===== src/include/swt_pkg.sv =====
package swt_pkg;
	// special-function bus address of the control register
	localparam logic [7:0] CTRL_ADDR    = 8'h8f;
	// reload register address (not in this stretch)
	localparam logic [7:0] RELOAD_ADDR  = 8'h86;
	localparam logic [7:0] CTRL_RESET   = 8'h00;
	localparam logic [7:0] RELOAD_RESET = 8'h00;
	localparam int         FLAG_BIT     = 4;
	localparam int         RUN_BIT      = 3;
	localparam int         PS_HI        = 2;
	localparam int         PS_LO        = 0;
	localparam int         PS_W         = 11;
	localparam logic [7:0] CNT_RESET    = 8'h00;

	typedef struct packed {
		logic       wr;
		logic       rd;
		logic [7:0] addr;
		logic [7:0] wdata;
	} swt_sfr_req_t;

	typedef enum logic [1:0] {
		SWT_IDLE = 2'b00,
		SWT_RUN  = 2'b01
	} swt_state_t;
endpackage


===== src/verilog/swt_prescaler.sv =====
`timescale 1ns/1ps
`default_nettype none
module swt_prescaler (
	input  wire logic       ref_clk,
	input  wire logic       sys_rst,
	input  wire logic       run,
	input  wire logic [2:0] sel,
	output logic            tick
);
	logic [swt_pkg::PS_W-1:0] div_r;
	logic [swt_pkg::PS_W-1:0] mask;

	// terminal-count mask for ratios 1,4,16,64,256,512,1024,2048
	function automatic logic [swt_pkg::PS_W-1:0] ps_mask(input logic [2:0] s);
		case (s)
			3'h0:    ps_mask = 11'h000;
			3'h1:    ps_mask = 11'h003;
			3'h2:    ps_mask = 11'h00f;
			3'h3:    ps_mask = 11'h03f;
			3'h4:    ps_mask = 11'h0ff;
			3'h5:    ps_mask = 11'h1ff;
			3'h6:    ps_mask = 11'h3ff;
			default: ps_mask = 11'h7ff;
		endcase
	endfunction

	assign mask = ps_mask(sel);
	assign tick = run && ((div_r & mask) == mask);

	always_ff @(posedge ref_clk or posedge sys_rst) begin
		if (sys_rst) begin
			div_r <= 11'h000;
		end else if (!run) begin
			div_r <= 11'h000;
		end else begin
			div_r <= div_r + 11'h001;
		end
	end
endmodule
`default_nettype wire


===== src/verilog/swt_timer.sv =====
// Summary of operation
// - counter overflow sets the overflow flag in control bit 4.
// - flag set with both enables active requests the service routine.
// - the counter never clears the flag; only reset or a software zero write does.
// - prescale code 0..7 divides by 1,4,16,64,256,512,1024,2048.
`timescale 1ns/1ps
`default_nettype none
module swt_timer (
	input  wire logic                  ref_clk,
	input  wire logic                  sys_rst,
	input  wire swt_pkg::swt_sfr_req_t sfr_req,
	output logic [7:0]                 sfr_rdata,
	input  wire logic                  wake_int_en,
	input  wire logic                  global_int_en,
	output logic                       wake_irq,
	output logic [7:0]                 wake_timer_count
);
	logic [7:0]          ctrl_r;
	logic [7:0]          reload_r;
	logic [7:0]          cnt_r;
	logic [7:0]          rdata_r;
	logic                tick;
	logic                ovf;
	logic                flag_wr;
	logic                run;
	swt_pkg::swt_state_t state_r;

	assign run = ctrl_r[swt_pkg::RUN_BIT];
	assign flag_wr = sfr_req.wr && (sfr_req.addr == swt_pkg::CTRL_ADDR);
	assign ovf = tick && (cnt_r == 8'hff);

	swt_prescaler u_ps (
		.ref_clk (ref_clk),
		.sys_rst (sys_rst),
		.run     (run),
		.sel     (ctrl_r[swt_pkg::PS_HI:swt_pkg::PS_LO]),
		.tick    (tick)
	);

	always_ff @(posedge ref_clk or posedge sys_rst) begin
		if (sys_rst) begin
			ctrl_r <= swt_pkg::CTRL_RESET;
		end else begin
			if (flag_wr) begin
				ctrl_r <= {3'h0, sfr_req.wdata[4:0]};
			end
			// overflow wins over a simultaneous clear
			if (ovf) begin
				ctrl_r[swt_pkg::FLAG_BIT] <= 1'b1;
			end
		end
	end

	// writes while running are unpredictable; accepted as-is
	always_ff @(posedge ref_clk or posedge sys_rst) begin
		if (sys_rst) begin
			reload_r <= swt_pkg::RELOAD_RESET;
		end else if (sfr_req.wr && sfr_req.addr == swt_pkg::RELOAD_ADDR) begin
			reload_r <= sfr_req.wdata;
		end
	end

	always_ff @(posedge ref_clk or posedge sys_rst) begin
		if (sys_rst) begin
			cnt_r <= swt_pkg::CNT_RESET;
		end else if (ovf) begin
			cnt_r <= reload_r;
		end else if (tick) begin
			cnt_r <= cnt_r + 8'h01;
		end
	end

	always_ff @(posedge ref_clk or posedge sys_rst) begin
		if (sys_rst) begin
			state_r <= swt_pkg::SWT_IDLE;
		end else begin
			case (state_r)
				swt_pkg::SWT_IDLE: state_r <= run ? swt_pkg::SWT_RUN : swt_pkg::SWT_IDLE;
				swt_pkg::SWT_RUN:  state_r <= run ? swt_pkg::SWT_RUN : swt_pkg::SWT_IDLE;
				default:           state_r <= swt_pkg::SWT_IDLE;
			endcase
		end
	end

	always_ff @(posedge ref_clk or posedge sys_rst) begin
		if (sys_rst) begin
			rdata_r <= 8'h00;
		end else if (sfr_req.rd) begin
			case (sfr_req.addr)
				swt_pkg::CTRL_ADDR:   rdata_r <= ctrl_r;
				swt_pkg::RELOAD_ADDR: rdata_r <= reload_r;
				default:              rdata_r <= 8'h00;
			endcase
		end
	end

	assign sfr_rdata = rdata_r;
	assign wake_timer_count = cnt_r;
	assign wake_irq = ctrl_r[swt_pkg::FLAG_BIT] && wake_int_en && global_int_en;
endmodule
`default_nettype wire


===== config.mk =====
export PLATFORM = sky130hd
export DESIGN_NAME = swt_timer
export DESIGN_NICKNAME = d
export VERILOG_FILES = /design/src/include/swt_pkg.sv /design/src/verilog/swt_prescaler.sv /design/src/verilog/swt_timer.sv
export SDC_FILE = /design/constraint.sdc
export NUM_CORES = 1
export LEC_CHECK = 0
export BUFFER_PORTS_ARGS = -buffer_cell sky130_fd_sc_hd__buf_2
export CAP_MARGIN = 20
export CELL_PAD_IN_SITES_DETAIL_PLACEMENT = 0
export CELL_PAD_IN_SITES_GLOBAL_PLACEMENT = 1
export CORE_MARGIN = 2
export CORE_UTILIZATION = 47
export CTS_BUF_LIST = sky130_fd_sc_hd__clkbuf_8
export CTS_CLUSTER_DIAMETER = 200
export DETAILED_ROUTE_END_ITERATION = 12
export PLACE_DENSITY = 0.83
export SLEW_MARGIN = 15
export SYNTH_ARGS = -nofsm -noshare
export SYNTH_HDL_FRONTEND = slang
export SYNTH_SLANG_ARGS = --single-unit

===== constraint.sdc =====
create_clock -name ref_clk -period 4.46 [get_ports ref_clk]
set_clock_uncertainty 0.05 [all_clocks]
set_input_delay 0.446 -clock ref_clk [delete_from_list [all_inputs] [get_ports ref_clk]]
set_output_delay 0.446 -clock ref_clk [all_outputs]
set_load 0.01 [all_outputs]

==> results of run 1 <==
[stage by stage]
stage	cell area [um^2]	power [mW]	cells
6_report	2270	0.767	276
5_1_grt	2270	0.803	276
2_1_floorplan	1930	0.449	184
4_1_cts	2270	0.773	276
3_3_place_gp	2160	0.482	268
3_5_place_dp	2160	0.486	268
[how the worst max path moves through the flow]
stage	to	slack, ns	cells after the start
global route	wake_timer_count[4]	2.20	5
finish	wake_timer_count[4]	2.39	5
detailed placement	wake_timer_count[4]	2.39	5
floorplan	wake_timer_count[0]	2.66	5
CTS	wake_timer_count[4]	2.37	5
global placement	wake_timer_count[4]	2.44	5
[layout make-up]
cell class / instances / share of cell area
Inverter: 9 / 0.0149
Sequential cell: 40 / 0.441
Tap cell: 50 / 0.0276
Clock inverter: 3 / 0.0171
Timing Repair Buffer: 39 / 0.0871
Multi-Input combinational cell: 130 / 0.382
Clock buffer: 5 / 0.0303
[tightest hold or removal path, delay by kind of cell]
family	cells	cell delay, ns
buf+inv	3	0.55
[cell usage after synthesis (2+ instances only)]
cell type,number
nand4_1,5
and2_1,10
a21oi_1,9
ha_1,2
and3_1,3
nor2b_1,2
mux2_2,14
mux2i_1,4
a22oi_1,5
nand3_1,10
nor2_1,15
nand2_1,12
dfrtp_1,40
o21ai_0,11
xnor2_1,7
clkbuf_1,3
nor3_1,5
inv_1,9
[registers in the layout (all words and copies together) (netlist names)]
name,flops
reload_r,8
sfr_rdata,8
u_ps.div_r,11
ctrl_r,5
wake_timer_count,8
[power groups by stage]
| stage | clock network (mW) | registers (mW) | logic [mW] |
|---|---|---|---|
| 3_3_place_gp | 0 | 0.407 | 0.0750 |
| 5_1_grt | 0.313 | 0.405 | 0.0846 |
| 4_1_cts | 0.294 | 0.402 | 0.0768 |
| 3_5_place_dp | 0 | 0.409 | 0.0767 |
| 6_report | 0.289 | 0.402 | 0.0754 |
| 2_1_floorplan | 0 | 0.409 | 0.0401 |
[metal layers]
layer	GRT usage	vias up	routed length, um
met5	0	-	0
met4	0.0750	0	71
met3	0.0543	11	163
met2	0.301	30	1920
met1	0.240	731	1810
li1	-	731	-
[cell usage in the layout, fill, tap and decap left out, types with 2 or more instances in the layout]
cell,synthesis,final
a21oi_1,9,9
a22oi_1,5,5
and2_1,10,10
and3_1,3,3
buf_2,0,38
clkbuf_8,0,5
dfrtp_1,40,40
ha_1,2,2
inv_1,9,10
mux2_2,14,14
mux2i_1,4,4
nand2_1,12,12
nand3_1,10,10
nand4_1,5,5
nor2_1,15,15
nor2b_1,2,2
nor3_1,5,5
o21ai_0,11,11
xnor2_1,7,7
[kinds of logic after synthesis]
logic type                 after synthesis  share of synthesized area
and+or+nand+nor                         69                      0.183
xor gates and xnor gates                 8                     0.0363
AOI/OAI and AO/OA                       33                      0.114
muxes                                   18                      0.102
DFF                                     40                      0.518
buffers and inverters                   14                     0.0330
adders and majority gates                2                     0.0130
==> flow_summary_export.csv, run 1 <==
group,metric,value,unit
die,core,0.00397,mm^2
clock_tree,numCtsBuffers,5,
clock_tree,clk_latency,0.29,ns
placed_design,preCtsSetupSlack,2.39,ns
routing,post_drt_via_cell_ratio,5.45,
grt,grt_pass1_vias,1416,
grt,gr-usage-all-layers,0.188,
worst_setup_path,r2r_cells,5,
min_path,hp-class,"in -> async",
routing,wl_per_cell,14.4,um
pwr,p_leak,1.07,nW
placed_design,port-buffer-count,38,
logic_synthesis,synthTopCellsByArea,"dfrtp_1 52%, mux2_2 8.2%, and2_1 3.2%",
sta,setup_viol,0,
worst_setup_path,critPathLaunchType,"register",
routing,drtIter0Drc,77,
pwr,p_seq_frac,0.525,
worst_setup_path,crit_slowest_cell,"dfrtp_1",
logic_synthesis,syn_nets,208,
worst_setup_path,worst-setup-path-type,"reg -> reg",
sta,worst_pin_slew,0.736,ns
clock_tree,cts_tree,"yes",
grt,grt_max_degree,41,
run,cap_violations,0,
sta,slew_violations,0,
pwr,ir_worst_vdd,0.218,mV
worst_setup_path,cp-startpoint,"ctrl_r[2]",
clock_tree,clkTransAtPathRegs,0.08,ns
clock_tree,ctsRootBufferMaster,"clkbuf_8",
clock_tree,htree_num_levels,2,
worst_setup_path,end_kind,"register",
routing,drt-total-wl,3.97,mm
die,ios,39,
worst_setup_path,required,4.59,ns
worst_setup_path,ff2ff_setup_slack,2.39,ns
clock_tree,postCtsResizedCells,0,
worst_setup_path,crit_fanout,15,
placed_design,gp_congestion,0.781,
layout,register_area,0.00100,mm^2
routing,drc,0,
logic_synthesis,ys_ff_latch,40,
die,dieHeight,68.1,um
worst_setup_path,cp.arrival,2.20,ns
pwr,p_comb_frac,0.098,
die,die_w,68.1,um
die,rows,23,
worst_setup_path,r2r-start,"ctrl_r[2]",
layout,syn_to_final_growth,17.5,%
clock_tree,ctsLongestPathBuffers,2,
layout,multiInputGateArea,867,um^2
logic_synthesis,syn_inst,184,
placed_design,dp_hpwl,3.00,mm
logic_synthesis,synthFlopType,"dfrtp_1",
run_status,status,"finished, final reports clean",
sta,finalHoldViolCount,0,
sta,tns,0,ns
logic_synthesis,netlist_area,0.00193,mm^2
sta,setup_ws,2.39,ns
layout,num-nets-final,249,
pwr,power_frac_clock,0.377,
worst_setup_path,cp.buffers_inverters,0,
routing,drtPass1Iterations,4,
pwr,switching_share,0.244,
logic_synthesis,synth.yosys.seq_area_share,0.518,
clock_tree,cts_setup_buffers,0,
logic_synthesis,ys_async_sr_fraction,1.00,
pwr,p_sw,0.187,mW
grt,grt-ovfl-total,0,
sta,max_freq,0.483,GHz
logic_synthesis,yosysTopAreaCell,"dfrtp_1",
sta,rsz0062_at_grt,"false",
routing,ant_nets,0,
die,die_area,0.00464,mm^2
sta,max_slew_margin,0.506,
sta,period_share,0.464,
sta,fin_crit,2.07,ns
logic_synthesis,synth_top_area_frac,0.518,
die,start_util,0.486,
worst_setup_path,critPathTopFamily,"compound AO/OA/AOI/OAI gates",
layout,drive_gt1_frac,0.296,
pwr,p_int,0.579,mW
layout,num_antenna_cells,0,
pwr,power_density,338,mW/mm^2
worst_setup_path,critPathMaxStageDelay,0.42,ns
grt,grt_pass1_wl,6.44,mm
clock_tree,ctsHoldBuffers,0,
logic_synthesis,ys.warnings.count,0,
routing,vias,1503,
layout,fill_cells,360,
grt,antenna_found_initial,0,
clock_tree,clock-sinks,40,
worst_setup_path,r2r_end,"wake_timer_count[4]",
logic_synthesis,synth_edf_count,0,
logic_synthesis,syn_avg_cell_area,10.5,um^2
worst_setup_path,crit_chain,"nor2b_1, a2111oi_2, o2111ai_2, nor2_1, mux2_2",
logic_synthesis,ys_types,36,
layout,final_core_util,0.572,
sta,whs,0.212,ns
Power figures use the tool's default switching activity.
==> run 2, diff against run 1 <==
- ABC_AREA: default -> 1
- CORE_UTILIZATION: 47 -> 38
- PLACE_DENSITY: 0.83 -> 0.75
- clock period: 4.46 -> 1.75 ns (I/O delays scaled with it)
==> flow_summary_export.csv, run 2 <==
group,metric,value,unit
logic_synthesis,synth_edf_count,0,
routing,drc,0,
sta,max_freq,0.630,GHz
sta,setup_viol,0,
worst_setup_path,r2r_end,"wake_timer_count[3]",
placed_design,place_inst,380,
worst_setup_path,critPathLaunchType,"register",
layout,drive_gt1_frac,0.201,
layout,final_common_cell,"nand2_1",
logic_synthesis,synthTopCellsByArea,"dfrtp_1 48%, nand2_1 17%, inv_1 6.7%",
worst_setup_path,cp.arrival,1.73,ns
worst_setup_path,cp-startpoint,"wake_timer_count[1]",
clock_tree,clock-sinks,40,
worst_setup_path,required,1.89,ns
pwr,ir_worst_vdd,0.511,mV
grt,grt_pass1_vias,1768,
worst_setup_path,r2r-start,"wake_timer_count[1]",
logic_synthesis,synth_top_area_frac,0.479,
clock_tree,numCtsBuffers,5,
sta,rsz0062_at_grt,"false",
logic_synthesis,syn_inst,270,
pwr,p_leak,1.35,nW
routing,wl_per_cell,12.2,um
worst_setup_path,end_kind,"register",
die,start_util,0.401,
clock_tree,cts_tree,"yes",
run_status,status,"finished, final reports clean",
worst_setup_path,ff2ff_setup_slack,0.16,ns
die,die_area,0.00610,mm^2
grt,grt_max_degree,41,
layout,final_cells,389,
logic_synthesis,ys_types,30,
sta,fin_crit,1.59,ns
layout,mostFrequentLayoutCells,"92 x nand2_1, 40 x dfrtp_1, 38 x buf_2, 37 x inv_1, 17 x nor2_1",
sta,period_share,0.907,
routing,drt-total-wl,4.75,mm
sta,finalHoldViolCount,0,
logic_synthesis,netlist_area,0.00209,mm^2
routing,ant_nets,0,
grt,grt_pass1_wl,8.20,mm
logic_synthesis,ys_async_sr_fraction,1.00,
clock_tree,htree_num_levels,2,
run,cap_violations,0,
layout,final_core_util,0.479,
logic_synthesis,ys_ff_latch,40,
routing,drtPass1Iterations,4,
layout,syn_to_final_growth,19.5,%
worst_setup_path,crit_fanout,10,
placed_design,gp_congestion,0.792,
logic_synthesis,synth.yosys.seq_area_share,0.479,
clock_tree,cts_setup_buffers,0,
die,core,0.00520,mm^2
routing,route.met3.wl,203,um
grt,antenna_found_initial,0,
die,rows,26,
routing,routed.top_layer,"met4",
logic_synthesis,syn_nets,294,
layout,top_register,"u_ps.div_r",
placed_design,port-buffer-count,38,
die,ios,39,
grt,grt-ovfl-total,0,
clock_tree,clk_latency,0.29,ns
sta,max_slew_margin,0.659,
layout,num-nets-final,342,
sta,slew_violations,0,
logic_synthesis,syn_avg_cell_area,7.73,um^2
routing,dr_wl_met2,2.10,mm
routing,wl_met1,2.37,mm
placed_design,dp_hpwl,3.52,mm
placed_design,preCtsSetupSlack,0.147,ns
routing,drtIter0Drc,93,
worst_setup_path,worst-setup-path-type,"reg -> reg",
logic_synthesis,yosysTopAreaCell,"dfrtp_1",
worst_setup_path,r2r_cells,9,
sta,setup_ws,0.163,ns
worst_setup_path,crit_end,"wake_timer_count[3]",
routing,vias,1808,
grt,gr-usage-all-layers,0.171,
pwr,power_density,1160,mW/mm^2
logic_synthesis,yosysMostFrequentCell,"nand2_1",
die,dieHeight,78.1,um
layout,num_antenna_cells,0,
logic_synthesis,synthFlopType,"dfrtp_1",
clock_tree,clkTransAtPathRegs,0.08,ns
sta,worst_pin_slew,0.512,ns
sta,tns,0,ns
layout,finalInstanceArea,0.00249,mm^2
logic_synthesis,synth_common_cells,"92 x nand2_1, 40 x dfrtp_1, 37 x inv_1",
die,die_w,78.1,um
routing,post_drt_via_cell_ratio,4.65,
logic_synthesis,ys.warnings.count,0,
placed_design,dpl_cell_area,0.00238,mm^2
clock_tree,ctsLongestPathBuffers,2,
layout,largest_register_ff_count,11,
min_path,hp-class,"in -> reg",
clock_tree,ctsRootBufferMaster,"clkbuf_8",
run 2: cell count changes in the layout (fill, tap and decap cells not counted), moves of 4 or more:
| cell | change |
|---|---|
| nand2_1 | +80 |
| inv_1 | +27 |
| mux2_2 | -14 |
| and2_1 | -10 |
| nand3_1 | +6 |
| xnor2_1 | -6 |
| a22oi_1 | -5 |
| buf_4 | +4 |
| mux2i_1 | -4 |
| o21ai_1 | +4 |
run 2: logic make-up after synthesis:
family,count (synthesis),share of synthesized area
xor+xnor,5,0.0210
fa+ha+maj,2,0.0120
compound gates,34,0.0941
flops,40,0.479
buf+inv,43,0.0815
simple gates,146,0.312
run 2: area by class of cell:
type | instances | area [um^2]
Inverter | 40 | 154
Timing Repair Buffer | 44 | 238
Multi-Input combinational cell | 187 | 917
Fill cell | 537 | 2710
Clock buffer | 6 | 82.6
Tap cell | 70 | 87.6
Sequential cell | 40 | 1000
Clock inverter | 2 | 15.0
run 2: worst min path at each step:
stage,slack (ns),end,cells past startpoint,start
after global placement,0.29,u_ps.div_r[7],3,sys_rst
final,0.03,reload_r[6],3,sfr_req[6]
after CTS,0.02,reload_r[6],3,sfr_req[6]
after global routing,0.03,reload_r[5],3,sfr_req[5]
after detailed placement,0.29,u_ps.div_r[7],3,sys_rst
after floorplan,0.23,ctrl_r[0],2,sfr_req[0]
run 2: repair_timing:
item	4_1_cts	5_1_grt
endpoints found under the hold margin	40	0
resized for setup	0	1
hold buffers	1	0
endpoints found under the setup margin	0	1
run 2: through the flow:
step	hold slack [ns]	total power, mW
6_report	0.0296	2.88
5_1_grt	0.0333	3.14
4_1_cts	0.0190	2.92
3_5_place_dp	0.292	2.25
3_3_place_gp	0.289	2.24
2_1_floorplan	0.235	1.96
run 2: worst max-delay path, cell delays in order (launching register included):
cell	delay (ns)
dfrtp_1	0.41
ha_1	0.21
nand2_1	0.09
nor2_1	0.06
nand2_1	0.13
clkinvlp_4	0.20
nand2_1	0.11
nand2_1	0.05
o21ai_1	0.12
inv_1	0.04
run 2: per-layer routing:
metal	global-route usage	vias to the layer above
met4	0.0596	0
li1	-	951
met2	0.276	40
met3	0.0333	8
met5	0	-
met1	0.230	809
run 2: report_power, final:
group	total (mW)	leakage (nW)	switching, mW	internal [mW]
logic	0.909	0.806	0.533	0.377
clock network	0.665	0.0434	0.345	0.320
registers	1.31	0.500	0.191	1.12
total	2.88	1.35	1.07	1.81
==> run 3, diff against run 2 <==
- CORE_UTILIZATION: 38 -> 37
- PLACE_DENSITY: 0.75 -> 0.73
- SYNTH_HIERARCHICAL: default -> 1
==> flow_summary_export.csv, run 3 <==
group,metric,value,unit
layout,final_core_util,0.482,
worst_setup_path,critPathMaxStageDelay,0.43,ns
sta,setup_ws,0.0660,ns
routing,wl_per_cell,11.9,um
logic_synthesis,yosysMostFrequentCell,"nand2_1",
clock_tree,numCtsBuffers,5,
placed_design,port-buffer-count,38,
routing,drc,0,
sta,fin_crit,1.68,ns
sta,worst_pin_slew,0.435,ns
sta,max_freq,0.594,GHz
die,ios,39,
sta,slew_violations,0,
grt,grt_pass1_vias,1806,
layout,top_register,"u_ps/div_r",
run_status,status,"finished, final reports clean",
routing,vias,1955,
clock_tree,ctsLongestPathBuffers,2,
min_path,hp-class,"in -> reg",
logic_synthesis,synth_top_area_frac,0.464,
logic_synthesis,synth-xor-area-share,0.00406,
logic_synthesis,syn_nets,313,
sta,max_slew_margin,0.710,
pwr,power_density,709,mW/mm^2
die,start_util,0.387,
sta,setup_viol,0,
die,die_area,0.00645,mm^2
logic_synthesis,ys_async_sr_fraction,1.00,
logic_synthesis,synthSimpleGateAreaFrac,0.361,
clock_tree,clk_latency,0.29,ns
sta,tns,0,ns
worst_setup_path,critPathTopFamily,"simple AND/OR/NAND/NOR gates",
logic_synthesis,synthFlopType,"dfrtp_1",
die,core,0.00557,mm^2
worst_setup_path,required,1.89,ns
sta,rsz0062_at_grt,"true",
logic_synthesis,synth.yosys.seq_area_share,0.464,
grt,grt-ovfl-total,0,
worst_setup_path,worst-setup-path-type,"reg -> reg",
logic_synthesis,synth_common_cells,"105 x nand2_1, 40 x dfrtp_1, 34 x inv_1",
sta,finalHoldViolCount,0,
run,cap_violations,0,
logic_synthesis,synthTopCellsByArea,"dfrtp_1 46%, nand2_1 18%, nand3_1 6.3%",
routing,drt-total-wl,4.98,mm
worst_setup_path,cp.arrival,1.82,ns
layout,num_antenna_cells,0,
grt,gr-usage-all-layers,0.171,
routing,drtIter0Drc,79,
logic_synthesis,netlist_area,0.00216,mm^2
worst_setup_path,end_kind,"register",
worst_setup_path,crit_slowest_cell,"dfrtp_1",
sta,period_share,0.962,
grt,antenna_found_initial,0,
clock_tree,htree_num_levels,2,
worst_setup_path,crit_chain,"inv_2, nand2_2, o211ai_1, nand3_2, nor2_4, nand2_2, nor2_4, buf_6, nand4_1, nand3_1, nand2_1",
pwr,fin_total_pwr,1.90,mW
logic_synthesis,synth_compound_area_frac,0.0789,
logic_synthesis,yosys-mux-area-fraction,0,
layout,mostFrequentLayoutCells,"100 x nand2_1, 39 x dfrtp_1, 38 x buf_2, 32 x inv_1, 23 x nand3_1",
grt,grt_pass1_wl,8.48,mm
die,dieHeight,80.3,um
logic_synthesis,synth_edf_count,0,
layout,drive_gt1_frac,0.276,
logic_synthesis,yosysTopAreaCell,"dfrtp_1",
die,rows,27,
layout,num-nets-final,371,
die,die_w,80.3,um
logic_synthesis,ys.warnings.count,6,
worst_setup_path,cp.buffers_inverters,2,
worst_setup_path,crit_fanout,4,
pwr,ir_worst_vdd,0.389,mV
layout,largest_register_ff_count,11,
logic_synthesis,ys_types,26,
logic_synthesis,ys_ff_latch,40,
placed_design,preCtsSetupSlack,0.0401,ns
grt,grt_max_degree,30,
logic_synthesis,synth_adder_area_share,0.0116,
logic_synthesis,synth_top_family_by_area,"simple AND/OR/NAND/NOR gates",
layout,final_common_cell,"nand2_1",
placed_design,gp_congestion,0.766,
clock_tree,clock-sinks,40,
pwr,p_leak,1.46,nW
clock_tree,ctsRootBufferMaster,"clkbuf_8",
worst_setup_path,critPathLaunchType,"register",
routing,post_drt_via_cell_ratio,4.65,
clock_tree,clkTransAtPathRegs,0.08,ns
logic_synthesis,syn_inst,289,
clock_tree,cts_tree,"yes",
logic_synthesis,syn_avg_cell_area,7.46,um^2
placed_design,dp_hpwl,3.80,mm
routing,ant_nets,0,
routing,drtPass1Iterations,4,
layout,syn_to_final_growth,24.6,%
==> run 3: cell type report <==
| class | count | area [um^2] |
|---|---|---|
| flip-flops and latches | 40 | 1000 |
| repair buffers | 55 | 324 |
| inverters | 37 | 139 |
| multi-input cells | 208 | 1040 |
| well taps | 72 | 90.1 |
| clock inverters | 2 | 10.0 |
| clock buffers | 6 | 82.6 |
| fillers | 585 | 2890 |
==> run 3: final timing paths <==
| kind | from | depth (start not counted) | slack, ns | to |
|---|---|---|---|---|
| min in group asynchronous | sys_rst | 3 | 0.38 | u_ps/div_r[0] |
| max in group asynchronous | sys_rst | 4 | 0.89 | ctrl_r[0] |
| worst max-delay path | ctrl_r[2] | 11 | 0.07 | wake_timer_count[1] |
| worst min register to register | sfr_rdata[0] | 2 | 0.43 | sfr_rdata[0] |
| worst min-delay path | sfr_req[5] | 3 | 0.04 | reload_r[5] |
| worst max register to register | ctrl_r[2] | 11 | 0.07 | wake_timer_count[1] |
==> run 3: power by group <==
part           switching [mW]  internal [mW]
Sequential             0.0339          0.968
Combinational           0.154          0.110
Clock                   0.323          0.315
==> run 3: metrics by stage <==
step	hold slack (ns)	instance area, um^2	cells
floorplan	-0.0226	2160	289
global placement	0.156	2500	408
detailed placement	0.152	2500	408
CTS	0.0287	2610	417
global route	0.0307	2690	420
finish	0.0360	2690	420
==> run 3: layer usage <==
layer  vias up  track usage  wire [um]
met5         -            0          0
met4         0       0.0559         55
met3         6       0.0281        170
met2        36        0.280       2290
met1       884        0.230       2470
li1       1029            -          -
==> run 3: worst min-delay path: cells and delay by family <==
family | cells | cell delay, ns
compound gates | 1 | 0.06
buf+inv | 1 | 0.07
simple gates | 1 | 0.04
==> run 3: cells by family after synthesis <==
logic type                 after synthesis
and+or+nand+nor                        173
buffers and inverters                   41
DFF                                     40
AOI/OAI and AO/OA                       32
adders and majority gates                2
xor gates and xnor gates                 1
==> run 3: repair_timing <==
item / in CTS / in global routing
setup endpoints to repair: 0 / 9
resized for setup: 0 / 17
hold buffers: 1 / 0
setup buffers: 0 / 3
endpoints found under the hold margin: 40 / 0
